### config.mk
export PLATFORM = sky130hd
export DESIGN_NAME = smte_spi_master
export DESIGN_NICKNAME = d
export VERILOG_FILES = /design/src/rtl/smte_spi_master.v
export VERILOG_INCLUDE_DIRS = /design/src /design/src/rtl
export SDC_FILE = /design/constraint.sdc
export NUM_CORES = 1
export LEC_CHECK = 0
export ABC_AREA = 1
export CAP_MARGIN = 20
export CORE_MARGIN = 1.5
export CORE_UTILIZATION = 40
export DETAILED_ROUTE_END_ITERATION = 10
export DONT_BUFFER_PORTS = 1
export GPL_ROUTABILITY_DRIVEN = 0
export GPL_TIMING_DRIVEN = 0
export PLACE_DENSITY = 0.65
export SLEW_MARGIN = 20
export SYNTH_ARGS = -nofsm -noshare
export SYNTH_HDL_FRONTEND = slang
export SYNTH_SLANG_ARGS = --single-unit
### constraint.sdc
create_clock -name i_clk -period 1.8 [get_ports i_clk]
set_input_delay 0.18 -clock i_clk [delete_from_list [all_inputs] [get_ports i_clk]]
set_output_delay 0.18 -clock i_clk [all_outputs]
set_load 0.05 [all_outputs]
### src/rtl/smte_defines.vh
// register offsets, field positions, reset values and states for the engine
`ifndef SMTE_DEFINES_VH
`define SMTE_DEFINES_VH
// register word addresses
`define SMTE_ADDR_CTRL 4'h0
`define SMTE_ADDR_MODE 4'h1
`define SMTE_ADDR_TX 4'h2
`define SMTE_ADDR_RX 4'h3
`define SMTE_ADDR_STATUS 4'h4
`define SMTE_ADDR_IMASK 4'h5
`define SMTE_ADDR_IPEND 4'h6
// control register fields
`define SMTE_CTRL_EN 0
`define SMTE_CTRL_LAST 1
// mode register fields
`define SMTE_MODE_WAIT 0
`define SMTE_MODE_PS_LO 4
`define SMTE_MODE_PS_HI 5
`define SMTE_MODE_DIV_LO 8
`define SMTE_MODE_DIV_HI 15
`define SMTE_MODE_DLY_LO 16
`define SMTE_MODE_DLY_HI 23
// status and interrupt bit positions
`define SMTE_ST_TDE 0
`define SMTE_ST_TXD 1
`define SMTE_ST_RXF 2
`define SMTE_ST_OVR 3
`define SMTE_ST_EN 4
`define SMTE_ST_BUSY 5
// reset values
`define SMTE_MODE_RST 32'h0000_0100
`define SMTE_DUMMY_WORD 8'hff
// engine states
`define SMTE_S_IDLE 2'h0
`define SMTE_S_SHIFT 2'h1
`define SMTE_S_DELAY 2'h2
`endif

### src/rtl/smte_spi_master.v
// spi master transfer engine with register port, status and interrupt
//
// The placing of the registers and the strobed register port were chosen for this implementation.
`timescale 1ns/1ns
`include "smte_defines.vh"
module smte_spi_master #(
  parameter DW = 8, // bits per transfer
  parameter NCS = 4 // number of chip selects
) (
  // clock and reset
  input wire i_clk,
  input wire i_reset_n,
  // register port
  input wire [3:0] i_addr,
  input wire [31:0] i_wdata,
  input wire i_wr,
  input wire i_rd,
  output reg [31:0] o_rdata,
  // serial link
  output reg o_serial_clock_out,
  output reg o_mosi,
  input wire i_miso,
  output reg [NCS-1:0] o_cs_n,
  // dma request and interrupt
  output reg o_dma_tx_req,
  output reg o_irq
);

  // decoded register accesses
  wire wr_ctrl = i_wr && (i_addr == `SMTE_ADDR_CTRL);
  wire wr_mode = i_wr && (i_addr == `SMTE_ADDR_MODE);
  wire wr_tx = i_wr && (i_addr == `SMTE_ADDR_TX);
  wire wr_mask = i_wr && (i_addr == `SMTE_ADDR_IMASK);
  wire wr_pend = i_wr && (i_addr == `SMTE_ADDR_IPEND);
  wire rd_rx = i_rd && (i_addr == `SMTE_ADDR_RX);
  wire rd_stat = i_rd && (i_addr == `SMTE_ADDR_STATUS);

  // software state
  reg enable; // interface enable
  reg [31:0] serial_mode_reg; // wait bit, select, divider, delay
  reg [DW-1:0] tx_holding_reg; // word waiting to go out
  reg [DW-1:0] rx_holding_reg; // last received word
  reg [DW-1:0] shift_reg; // shared shift register
  reg tx_holding_empty_flag; // tx holding free
  reg tx_all_done_flag; // nothing left to send
  reg rx_holding_full_flag; // unread rx word
  reg rx_overrun_flag; // rx word lost
  reg [3:0] int_mask; // interrupt enables
  reg [3:0] int_pend; // sticky event bits

  // engine state
  reg [1:0] state;
  reg [7:0] div_cnt; // baud divider count
  reg [7:0] dly_cnt; // delay after last transfer
  reg [4:0] bit_cnt; // bits left to shift
  reg phase; // 0: low half, 1: high half

  // mode register fields
  wire wait_rx_read_before_tx = serial_mode_reg[`SMTE_MODE_WAIT];
  wire [1:0] peripheral_select_field =
    serial_mode_reg[`SMTE_MODE_PS_HI:`SMTE_MODE_PS_LO];
  wire [7:0] baud_div = serial_mode_reg[`SMTE_MODE_DIV_HI:`SMTE_MODE_DIV_LO];
  wire [7:0] inter_transfer_delay =
    serial_mode_reg[`SMTE_MODE_DLY_HI:`SMTE_MODE_DLY_LO];

  // one-cycle enable pulse at each half serial clock period
  // reloaded in idle, so the first half period has full length
  wire baud_tick = (div_cnt == 8'h00);

  // a queued word may start when rx side permits
  wire rx_ok = !wait_rx_read_before_tx || !rx_holding_full_flag ||
    rd_rx;
  wire have_word = !tx_holding_empty_flag;
  // last falling edge of the word
  wire word_end = (state == `SMTE_S_SHIFT) && baud_tick && phase &&
    (bit_cnt == 5'h01);
  // load a new word: from idle, during the delay or straight after a finished word
  wire load_now = enable && have_word && rx_ok &&
    ((state == `SMTE_S_IDLE) || (state == `SMTE_S_DELAY) ||
    word_end);

  // chip select decode, one line per slave
  function [NCS-1:0] cs_decode;
    input [1:0] sel;
    begin
      cs_decode = ~({{(NCS-1){1'b0}}, 1'b1} << sel);
    end
  endfunction

  // baud divider, restarted when a word loads
  always @(posedge i_clk or negedge i_reset_n) begin
    if (!i_reset_n) begin
      div_cnt <= 8'h00;
    end else if (load_now || baud_tick || state == `SMTE_S_IDLE) begin
      div_cnt <= baud_div;
    end else begin
      div_cnt <= div_cnt - 8'h01;
    end
  end

  // transfer engine: shift, sample, chip select, delay
  always @(posedge i_clk or negedge i_reset_n) begin
    if (!i_reset_n) begin
      state <= `SMTE_S_IDLE;
      shift_reg <= {DW{1'b0}};
      bit_cnt <= 5'h00;
      phase <= 1'b0;
      dly_cnt <= 8'h00;
      o_serial_clock_out <= 1'b0;
      o_mosi <= 1'b0;
      o_cs_n <= {NCS{1'b1}};
    end else if (!enable) begin
      // disabling aborts and releases the bus
      state <= `SMTE_S_IDLE;
      o_serial_clock_out <= 1'b0;
      o_cs_n <= {NCS{1'b1}};
    end else if (load_now) begin
      // tx holding moves into the shift register
      state <= `SMTE_S_SHIFT;
      shift_reg <= tx_holding_reg;
      o_mosi <= tx_holding_reg[DW-1];
      bit_cnt <= DW[4:0];
      phase <= 1'b0;
      o_serial_clock_out <= 1'b0;
      // a word end with a word waiting loads here too, cs stays low
      o_cs_n <= cs_decode(peripheral_select_field);
    end else begin
      case (state)
        `SMTE_S_SHIFT: begin
          if (baud_tick) begin
            phase <= ~phase;
            o_serial_clock_out <= ~phase;
            if (!phase) begin
              // rising edge: sample miso
              shift_reg <= {shift_reg[DW-2:0], i_miso};
            end else begin
              // falling edge: next bit or end of word
              o_mosi <= shift_reg[DW-1];
              bit_cnt <= bit_cnt - 5'h01;
              if (bit_cnt == 5'h01) begin
                state <= `SMTE_S_DELAY;
                dly_cnt <= inter_transfer_delay;
              end
            end
          end
        end
        `SMTE_S_DELAY: begin
          // cs held through delay after the last word
          if (dly_cnt == 8'h00) begin
            state <= `SMTE_S_IDLE;
            o_cs_n <= {NCS{1'b1}};
          end else begin
            dly_cnt <= dly_cnt - 8'h01;
          end
        end
        `SMTE_S_IDLE: begin
          o_cs_n <= {NCS{1'b1}};
        end
        default: begin
          state <= `SMTE_S_IDLE;
        end
      endcase
    end
  end

  // received word completes at the word end
  // the last sample was taken a half period earlier
  wire rx_done = word_end && enable;
  wire [DW-1:0] rx_word = shift_reg;

  // holding registers and status flags
  always @(posedge i_clk or negedge i_reset_n) begin
    if (!i_reset_n) begin
      enable <= 1'b0;
      serial_mode_reg <= `SMTE_MODE_RST;
      tx_holding_reg <= {DW{1'b0}};
      rx_holding_reg <= {DW{1'b0}};
      tx_holding_empty_flag <= 1'b0;
      tx_all_done_flag <= 1'b0;
      rx_holding_full_flag <= 1'b0;
      rx_overrun_flag <= 1'b0;
    end else begin
      if (wr_mode) begin
        serial_mode_reg <= i_wdata;
      end
      if (wr_ctrl) begin
        enable <= i_wdata[`SMTE_CTRL_EN];
        if (i_wdata[`SMTE_CTRL_EN] && !enable) begin
          // becoming enabled shows both flags set
          tx_holding_empty_flag <= 1'b1;
          tx_all_done_flag <= 1'b1;
        end
      end
      // tx holding: write clears empty, load sets it
      // a write while disabled is dropped, nothing queues
      if (wr_tx && enable) begin
        tx_holding_reg <= i_wdata[DW-1:0];
        tx_holding_empty_flag <= 1'b0;
        tx_all_done_flag <= 1'b0;
      end else if (load_now) begin
        tx_holding_empty_flag <= 1'b1;
      end
      // done only after last word and its delay
      if (enable && state == `SMTE_S_DELAY && dly_cnt == 8'h00 &&
          !load_now && !wr_tx) begin
        tx_all_done_flag <= 1'b1;
      end
      // rx holding: new word wins over a read clear
      if (rx_done) begin
        rx_holding_reg <= rx_word;
        rx_holding_full_flag <= 1'b1;
      end else if (rd_rx) begin
        rx_holding_full_flag <= 1'b0;
      end
      // overrun: set wins over status-read clear
      if (rx_done && rx_holding_full_flag && !rd_rx) begin
        rx_overrun_flag <= 1'b1;
      end else if (rd_stat) begin
        rx_overrun_flag <= 1'b0;
      end
    end
  end

  // event pulses for the interrupt status
  // each is one cycle long; the pending bits hold them
  wire [3:0] events;
  assign events[`SMTE_ST_TDE] = load_now;
  assign events[`SMTE_ST_TXD] = enable && state == `SMTE_S_DELAY &&
    dly_cnt == 8'h00 && !load_now;
  assign events[`SMTE_ST_RXF] = rx_done;
  assign events[`SMTE_ST_OVR] = rx_done && rx_holding_full_flag && !rd_rx;

  // interrupt mask and sticky pending, write one to clear
  always @(posedge i_clk or negedge i_reset_n) begin
    if (!i_reset_n) begin
      int_mask <= 4'h0;
      int_pend <= 4'h0;
      o_irq <= 1'b0;
    end else begin
      if (wr_mask) begin
        int_mask <= i_wdata[3:0];
      end
      // set beats clear in the same cycle
      int_pend <= (int_pend & ~(wr_pend ? i_wdata[3:0] : 4'h0)) | events;
      // one cycle behind pending so the pin comes from a flop
      o_irq <= |(int_pend & int_mask);
    end
  end

  // dma request follows the tx empty flag
  // dropped in the write cycle itself so a burst cannot overrun
  always @(posedge i_clk or negedge i_reset_n) begin
    if (!i_reset_n) begin
      o_dma_tx_req <= 1'b0;
    end else begin
      o_dma_tx_req <= enable && tx_holding_empty_flag && !wr_tx;
    end
  end

  // read data, valid the cycle after the read strobe
  // idle cycles and unmapped addresses return zero
  always @(posedge i_clk or negedge i_reset_n) begin
    if (!i_reset_n) begin
      o_rdata <= 32'h0000_0000;
    end else if (i_rd) begin
      case (i_addr)
        `SMTE_ADDR_CTRL: o_rdata <= {31'h0, enable};
        `SMTE_ADDR_MODE: o_rdata <= serial_mode_reg;
        `SMTE_ADDR_TX: o_rdata <= {{(32-DW){1'b0}}, tx_holding_reg};
        `SMTE_ADDR_RX: o_rdata <= {{(32-DW){1'b0}}, rx_holding_reg};
        `SMTE_ADDR_STATUS: o_rdata <= {26'h0, state != `SMTE_S_IDLE, enable,
          rx_overrun_flag, rx_holding_full_flag, tx_all_done_flag,
          tx_holding_empty_flag};
        `SMTE_ADDR_IMASK: o_rdata <= {28'h0, int_mask};
        `SMTE_ADDR_IPEND: o_rdata <= {28'h0, int_pend};
        default: o_rdata <= 32'h0000_0000;
      endcase
    end else begin
      o_rdata <= 32'h0000_0000;
    end
  end

endmodule

* After elaboration in Yosys (flattened, before gate mapping)
Index checks and enable logic that the tools add are counted.
** Cells by class
- $add $sub $neg :: 3
- Eq/ne operators :: 22
- Shift operators :: 1
- Muxes and demuxes :: 46
- Bitwise operators :: 7
- Reduce and logical (&&, ||, !) cells :: 62
** Operator list (number)
- $pmux W32 S7 :: 1
- $mux W8 :: 9
- $mux W32 :: 1
- $logic_and A1 B1 Y1 :: 24
- $mux W5 :: 4
- $mux W1 :: 18
- $logic_not A8 Y1 :: 2
- $mux W4 :: 4
- $pmux W8 S2 :: 1
- $sub A8 B1 Y8 const B :: 2
- $reduce_bool A2 Y1 :: 7
- $eq A4 B3 Y1 const B :: 3
- $mux W2 :: 6
- $reduce_bool A3 Y1 :: 4
- $and A4 B4 Y4 :: 2
- $eq A4 B2 Y1 const B :: 2
- $ne A4 B3 Y1 const B :: 2
- $ne A4 B4 Y1 const B :: 2
- $not A4 Y4 :: 2
- $pmux W4 S2 :: 1
- $reduce_and A2 Y1 :: 4
- $reduce_and A4 Y1 :: 2
- $logic_not A1 Y1 :: 7
- $reduce_and A7 Y1 :: 1
- other kinds (20) :: 30
** Word-level totals
- Bits in registers :: 133
- Bits of input ports :: 41
- Word-level logic and storage cells :: 163

* Logic depth before layout (Yosys ltp)
Gate-level depths: netlist (run 1).
- Depth in word-level cells :: 11
- Gate-level depth with buffers :: 13
- Depth with buffers taken out :: 13

* Worst setup path after synthesis (run 1)
No wires, ideal clock.
- Path kind :: register to register
- From :: register div_cnt[0]
- To :: register o_mosi
- Library setup time :: 118 ps
- Data arrival time :: 1746 ps
- Data required time :: 1682 ps
- Slack :: -63 ps
- Stages on the path, launching flop included :: 12
- Path buffers :: 0
- Cell sequence :: dfrtp_1 > inv_1 > ha_1 > nand3_1 > nor2_1 > nand3_1 > nand2_2 > nand2_4 > nand2_1 > nand3_2 > nand2_1 > nand2_1
** Between the ends
- Word-level cells in the longest chain between the ends :: 8
- Elaborated cells on any way between the ends :: 11
- Classes of those cells :: mux (1); reduce/logical (10)
** Ends and longest elaborated chain
- start: declaration :: line smte_spi_master.v:53 : reg [7:0] div_cnt;
- start signal: assignment :: line smte_spi_master.v:95 : div_cnt <= baud_div;
- start signal: assignment :: line smte_spi_master.v:97 : div_cnt <= div_cnt - 8'h01;
- $logic_not A8 Y1 * :: line smte_spi_master.v:68 : wire baud_tick = (div_cnt == 8'h00);
- $logic_and A1 B1 Y1 (3 in series) :: line smte_spi_master.v:75 : wire word_end = (state == `SMTE_S_SHIFT) && baud_tick && phase &&
- $logic_or A1 B1 Y1 :: line smte_spi_master.v:79 : ((state == `SMTE_S_IDLE) || (state == `SMTE_S_DELAY) ||
- $logic_and A1 B1 Y1 :: line smte_spi_master.v:78 : wire load_now = enable && have_word && rx_ok &&
- $reduce_bool A2 Y1 (no source line)
- $reduce_and A4 Y1 (no source line)
- end signal: assignment :: line smte_spi_master.v:121 : o_mosi <= tx_holding_reg[DW-1];
- end signal: assignment :: line smte_spi_master.v:138 : o_mosi <= shift_reg[DW-1];
- end: declaration :: line smte_spi_master.v:21 : output reg o_mosi,
Every way passes the cells marked *; elsewhere a longest branch is shown, timed or not.
A chain may end at the register's enable or synchronous reset.

* Worst setup path after layout (run 1)
- From :: register div_cnt[0]
- To :: register bit_cnt[1]
** Between the ends
- Word-level cells in the longest chain between the ends :: 8
- Elaborated cells on any way between the ends :: 11
- Classes of those cells :: mux (1); reduce/logical (10)
** Ends and longest elaborated chain
- $logic_not A8 Y1 * :: line smte_spi_master.v:68
- $logic_and A1 B1 Y1 (3 in series) :: line smte_spi_master.v:75
- $logic_or A1 B1 Y1 :: line smte_spi_master.v:79
- $logic_and A1 B1 Y1 :: line smte_spi_master.v:78
- $reduce_bool A2 Y1 (no source line)
- $reduce_and A4 Y1 (no source line)
- end signal: assignment :: line smte_spi_master.v:122 : bit_cnt <= DW[4:0];
- end signal: assignment :: line smte_spi_master.v:139 : bit_cnt <= bit_cnt - 5'h01;
- end: declaration :: line smte_spi_master.v:55 : reg [4:0] bit_cnt;
Marks and branches as above.

==> results.md, run 1 <==
- Layout area overhead: 25.2%
- HPWL Detailed: about 9.4 mm
- Status: finished with violations
- Slew HR: 0.524
- Synth area leader: dfrtp_1
- Initial Util: 0.416
- Sequential cell area: about 3300 sq um
- IO Pins: ~80
- Leak: around 0.0037 uW
- Clock latency on the worst-skew pair: approximately 0.42 ns
- CTS tree: built
- Synth cell count leaders: nand2_1 (193), dfrtp_1 (128), nor2_1 (88), inv_1 (74), o21ai_0 (49)
- Startpoint types: flop
- Crit-path cells: inv_2 > ha_4 > nand3_4 > nor2_4 > nand3_4 > nand2_4 > nand2_8 > a21oi_4 > buf_4 > nand3b_1 > nand2_1
- Drc violations: 0
- Sequential area share after synthesis: 0.571
- Crit end category: flop
- Drt pass-1 iters: 5
- Gr usage total: 0.199
- Predominant post-synthesis flop cell: dfrtp_1
- Achievable frequency: between 500 and 600 MHz
- Critical-path top delay cell: dfrtp_1
- Synth async-reset ratio: 1.00
- CTS sink cnt: ~130
- Crit Reg-Reg Endpoint: bit_cnt[1]
- RR Startpoint: div_cnt[0]
- Class of the worst hold path: input port to asynchronous set/reset pin
- Hold-fix buffers, CTS: 33
- Peak VDD IR: about 1000 uV
- #FFs+latches synth: around 130
- Syn Area/Cell: 8.48 sq um
- Critical path's largest stage delay: 0.38 ns
- Fin. max-slew vios: 0
- Top post-synthesis cells by area: dfrtp_1 (55%), nand2_1 (12%), nor2_1 (5.7%)
- CP Class: flop to flop
- DR vias/cell: roughly 5
- Core Util, Final: 0.521
- Die width: roughly 120 microns
- Worst setup margin: around 0.057 ns
- Routed WL: approximately 14 mm
- Crit path top cell by count: nand3_4
- Fill count: between 1,000 and 1,500
- Initial antenna violation count: 0
- Post-synth EDFFs: 0
- Final hold violation count: between 100 and 150
- Share of cells above drive strength 1: 0.140
- Synthesized area: between 5000 and 6000 sq um
- Routed WL per cell: 15.0 microns
- Die footprint: ~15,000 sq um
- RSZ-0062 raised after global routing: yes
- Root buf cell: clkbuf_16
- Nets: roughly 800
- Worst Tran Pin Value: 0.710 ns
- Placeable Area: about 14,000 sq um
- Vias in the first global route: between 4,000 and 5,000
- First-pass GRT wire length: around 23 mm
- DP Worst Slack: -0.445 ns
- WP data arrival: approximately 2.1 ns
- Final Non-Filler Cells: 950
- Initial DRC count: ~380
- Cells on worst reg2reg path: 11
- CTS Buf Count: 17
- Antenna-violating nets left: 0
- Count leader, synth: nand2_1
- Setup Viol. Count Final: 0
- Share of the synthesized area in the top cell type: 0.549
- Worst-path clk slew: ~0.060 ns
- PortBufs: 0
- CP required: roughly 2.2 ns
- Worst Path Max Fanout: 9
- FF-to-FF setup slack: ~0.057 ns
- Yosys warns: 0
- H-tree depth: 4
- Post-Syn Instances: slightly below 700
- Syn nets: roughly 730
- TNS Setup: 0 ns
- Worst Skew: about 0.0080 ns
- Placement Rows: 43
- Final period util: 0.969
- Max-Cap Viols: 0
- Synth cell types: 35
- Placed cell count: between 800 and 900
- Diodes inserted: 0
- Violated checks: hold timing
- Area of the multi-input gates: roughly 2300 sq um
- Largest net degree at the start of global routing: between 100 and 150
- Die Ht: 124 microns
- Minimum clock period: about 1.7 ns
- Grt ovf: 0
- PwrDens: ~1400 nW/um^2
- Vias: around 4,800
- Longest Clk Path Bufs: 2
- Hold slack: -0.538 ns
[how the worst max path moves through the flow]
stage	startpoint	end	slack, ns	cells past startpoint
floorplan	div_cnt[0]	dly_cnt[2]	0.01	12
global placement	div_cnt[0]	rx_holding_reg[0]	-0.44	9
detailed placement	div_cnt[0]	rx_holding_reg[4]	-0.44	9
CTS	div_cnt[0]	dly_cnt[2]	0.008	13
global route	div_cnt[0]	dly_cnt[2]	-0.05	13
finish	div_cnt[0]	bit_cnt[1]	0.06	11
[kinds of logic (layout without fill, tap and decap cells)]
family / count (synthesis) / in the layout / share of synthesized area
simple gates: 350 / 350 / 0.250
flops: 133 / 133 / 0.571
compound gates: 96 / 96 / 0.0904
buf+inv: 96 / 177 / 0.0645
xor+xnor: 10 / 10 / 0.0150
fa+ha+maj: 4 / 4 / 0.00857
[what timing repair did]
item	4_1_cts	5_1_grt
setup buffers	12	2
gates cloned	1	1
endpoints found under the hold margin	178	133
gates resized for setup	29	27
pin swaps	8	7
setup endpoints to repair	54	43
[per-layer routing]
layer / part of all wire / GRT usage
met1: 0.43 / 0.249
met2: 0.49 / 0.326
met3: 0.061 / 0.0600
met4: 0.017 / 0.0747
met5: 0 / 0
[power by group]
part	switching (uW)	internal, uW
logic	1480	969
clock network	1230	2250
registers	685	3590
total	3400	6810
[stage by stage]
stage	total power (uW)	cell area, sq um
after floorplan	5720	5850
after global placement	6140	6070
after detailed placement	6260	6070
after CTS	10100	7210
after global routing	10800	7310
final	10200	7310
[placed cells by master, fill, tap and decap left out, types with 4 or more instances in the layout]
cell type	instances
a21oi_1	32
xnor2_1	5
nor2_2	5
buf_4	15
dfstp_2	5
dfrtp_1	128
clkbuf_8	6
clkbuf_1	13
clkbuf_16	17
xor2_1	5
nor3_1	7
buf_6	5
nor2_1	80
nand2_1	182
o22ai_1	5
inv_1	69
a31oi_1	4
nor2_4	6
nand2_2	12
nand3_4	4
o21ai_0	46
nand3_1	40
inv_2	7
dlygate4sd3_1	33
[worst max-delay path: cells and delay by family (launching register included)]
family | cells | cell delay [ns]
flip-flops | 1 | 0.38
adder cells (fa/ha/maj) | 1 | 0.16
buffers and inverters | 2 | 0.24
AND/OR/NAND/NOR | 7 | 0.67
AO/OA/AOI/OAI | 1 | 0.22
[layout make-up]
cell class              instances  share of cell area
flip-flops and latches        133               0.456
multi-input cells             460               0.313
clock buffers                  25              0.0705
repair buffers                 49              0.0626
inverters                      78              0.0404
well taps                     180              0.0308
plain buffers                  18              0.0134
clock inverters                 7              0.0127
Power figures use the tool's default switching activity.
==> run 2, diff against run 1 <==
==> constraint.sdc (replaced) <==
create_clock -name i_clk -period 1.8 [get_ports i_clk]
set_input_delay 0.36 -clock i_clk [delete_from_list [all_inputs] [get_ports i_clk]]
set_output_delay 0.36 -clock i_clk [all_outputs]
set_load 0.05 [all_outputs]
==> results.md, run 2 (synthesis gave the netlist of run 1 again) <==
- Status: finished with violations
- Violated checks: hold timing
- Worst Skew: 0.00888 ns (+0.000843 ns)
- Final Total Pwr: 10,300 uW (+0.69%)
- End of the critical path: bit_cnt[4]
- Setup Viol. Count Final: 0 (unchanged)
- Worst Tran Pin Value: 0.584 ns (-0.127 ns)
- Critical path's largest stage delay: 0.39 ns (about the same)
- Placed cell count: 869 (unchanged)
- Die footprint: 15,300 sq um (unchanged)
- Placement Rows: 43 (unchanged)
- Minimum clock period: 1.76 ns (+0.0137 ns)
- Achievable frequency: 569 MHz (-0.78%)
- Leak: 0.00355 uW (-3.2%)
- Longest Clk Path Bufs: 2 (unchanged)
- Drt pass-1 iters: 5 (unchanged)
- Nets: 771 (-3.9%)
- DR vias/cell: 5.18 (+1.9%)
- Clock latency on the worst-skew pair: 0.42 ns (about the same)
- Worst-path clk slew: 0.06 ns (about the same)
- RSZ-0062 raised after global routing: yes
- Layout area overhead: 21.2%
- Share of cells above drive strength 1: 0.164 (+0.0235)
- Startpoint types: flop
- Worst setup startpoint: div_cnt[0]
- CP top delay family: simple AND/OR/NAND/NOR gates
- Dpl cell area: 6070 sq um (unchanged)
- Peak VDD IR: 1030 uV (-1.0%)
- Final Non-Filler Cells: 919 (-3.3%)
- Die Ht: 124 microns (unchanged)
- First-pass GRT wire length: 22.9 mm (-0.93%)
- Top routing layer in use: met4
- WL met2: 6.94 mm (about the same)
- Routed WL per cell: 15.6 microns (+3.8%)
- DR WL met3: 981 microns (+12%)
- Initial antenna violation count: 0 (unchanged)
- CP Class: flop to flop
- Drc violations: 0 (unchanged)
- Initial Util: 0.416 (unchanged)
- CTS Buf Count: 17 (unchanged)
- CTS tree: built
- Commonest cells after routing, fill and taps aside: nand2_1 (178), dfrtp_1 (128), nor2_1 (80)
- Gr usage total: 0.198 (-0.00170)
- HPWL Detailed: 9.38 mm (unchanged)
- CTS sink cnt: 133 (unchanged)
- Slew HR: 0.609 (+0.0856)
- Vias in the first global route: 4,609 (-1.8%)
- Initial DRC count: 384 (+0.79%)
- Grt ovf: 0 (unchanged)
- Routed WL: 14.3 mm (+0.37%)
- Commonest non-fill, non-tap cell in the layout: nand2_1
- Final period util: 0.976 (+0.00760)
- Hold slack: -0.359 ns (+0.179 ns)
- FF-to-FF setup slack: 0.04 ns (about the same)
- Max-Cap Viols: 0 (unchanged)
- Antenna-violating nets left: 0 (unchanged)
- Final Cell Area: 7080 sq um (-3.2%)
- Crit end category: flop
- Critical-path top delay cell: dfrtp_1
- Cell count along the critical path: 11 (unchanged)
- Final hold violation count: 133 (unchanged)
- Crit-path cells: inv_2 > ha_4 > nand3_4 > nor2_4 > nand3_4 > nand2_4 > nand2_8 > a21oi_4 > buf_6 > nand3_4 > nand2_2
- CP required: 2.16 ns (about the same)
- Placeable Area: 14,000 sq um (unchanged)
- WP data arrival: 2.11 ns (+0.02 ns)
- PortBufs: 0 (unchanged)
- Vias: 4,762 (-1.4%)
- IO Pins: 81 (unchanged)
- Worst Path Buf+Inv: 2 (unchanged)
- PwrDens: 1450 nW/um^2 (+4.0%)
- Worst setup margin: 0.0430 ns (-0.0137 ns)
- Cells on worst reg2reg path: 11 (unchanged)
- Fin. max-slew vios: 0 (unchanged)
- Crit Reg-Reg Endpoint: bit_cnt[4]
- Class of the worst hold path: input port to asynchronous set/reset pin
- Met1 WL: 6.06 mm (-2.0%)
- DP Worst Slack: -0.481 ns (-0.0363 ns)
- H-tree depth: 4 (unchanged)
- Root buf cell: clkbuf_16
- Worst Path Max Fanout: 5 (-4)
- Largest net degree at the start of global routing: 134 (unchanged)
- RR Startpoint: div_cnt[0]
- Diodes inserted: 0 (unchanged)
- Crit path top cell by count: nand3_4
- Die width: 124 microns (unchanged)
==> run 2: changes by cell type in the layout (fill, tap and decap cells not counted), moves of 2 or more <==
cell / delta
dlygate4sd3_1: -33
nand2_2: +3
nand3_2: +5
buf_4: -2
buf_6: +3
nand2_4: +2
nand2_1: -4
nand3_1: -6
==> run 2: worst min path at each step <==
stage / startpoint / end / slack (ns) / depth (start not counted)
global placement: i_reset_n / o_irq / 0.07 / 0
detailed placement: i_reset_n / o_irq / 0.07 / 0
floorplan: i_reset_n / bit_cnt[0] / 0.06 / 0
finish: i_reset_n / int_pend[3] / -0.36 / 0
global route: i_reset_n / o_irq / -0.38 / 0
CTS: i_reset_n / o_rdata[4] / -0.38 / 0
==> run 2: per-stage QoR <==
stage | util | setup TNS (ns)
floorplan | - | 0
global placement | 0.432 | -27.56
detailed placement | 0.432 | -30.41
CTS | 0.492 | -0.0153
global route | 0.504 | -1.00
finish | 0.504 | 0
==> run 2: where the power goes <==
part           switching (uW)  internal (uW)
combinational            1550            957
clock                    1230           2250
sequential                698           3590
total                    3480           6800
==> run 2: repair_timing <==
item	4_1_cts	5_1_grt
pin swaps	9	14
setup buffers	13	2
setup endpoints to repair	55	61
endpoints found under the hold margin	133	133
cloned	2	1
gates resized for setup	33	42
==> run 2: final cells by class <==
class / count / area (sq um)
Clock buffer: 25 / 515
Inverter: 78 / 298
Fill cell: 1278 / 6970
Multi-Input combinational cell: 461 / 2370
Tap cell: 180 / 225
Sequential cell: 133 / 3330
Buffer: 18 / 98.8
Clock inverter: 7 / 92.6
Timing Repair Buffer: 17 / 146
==> run 2: metal layers <==
| layer | global-route usage | vias to the layer above |
|---|---|---|
| met2 | 0.319 | 171 |
| met4 | 0.0747 | 0 |
| met5 | 0 | - |
| met3 | 0.0609 | 27 |
| met1 | 0.250 | 2302 |
| li1 | - | 2262 |
==> run 2: worst register-to-register path, cell delays in order (launching register included) <==
cell     delay [ns]
dfrtp_1        0.39
inv_2          0.08
ha_4           0.16
nand3_4        0.08
nor2_4         0.13
nand3_4        0.09
nand2_4        0.13
nand2_8        0.08
a21oi_4        0.22
buf_6          0.17
nand3_4        0.07
nand2_2        0.08
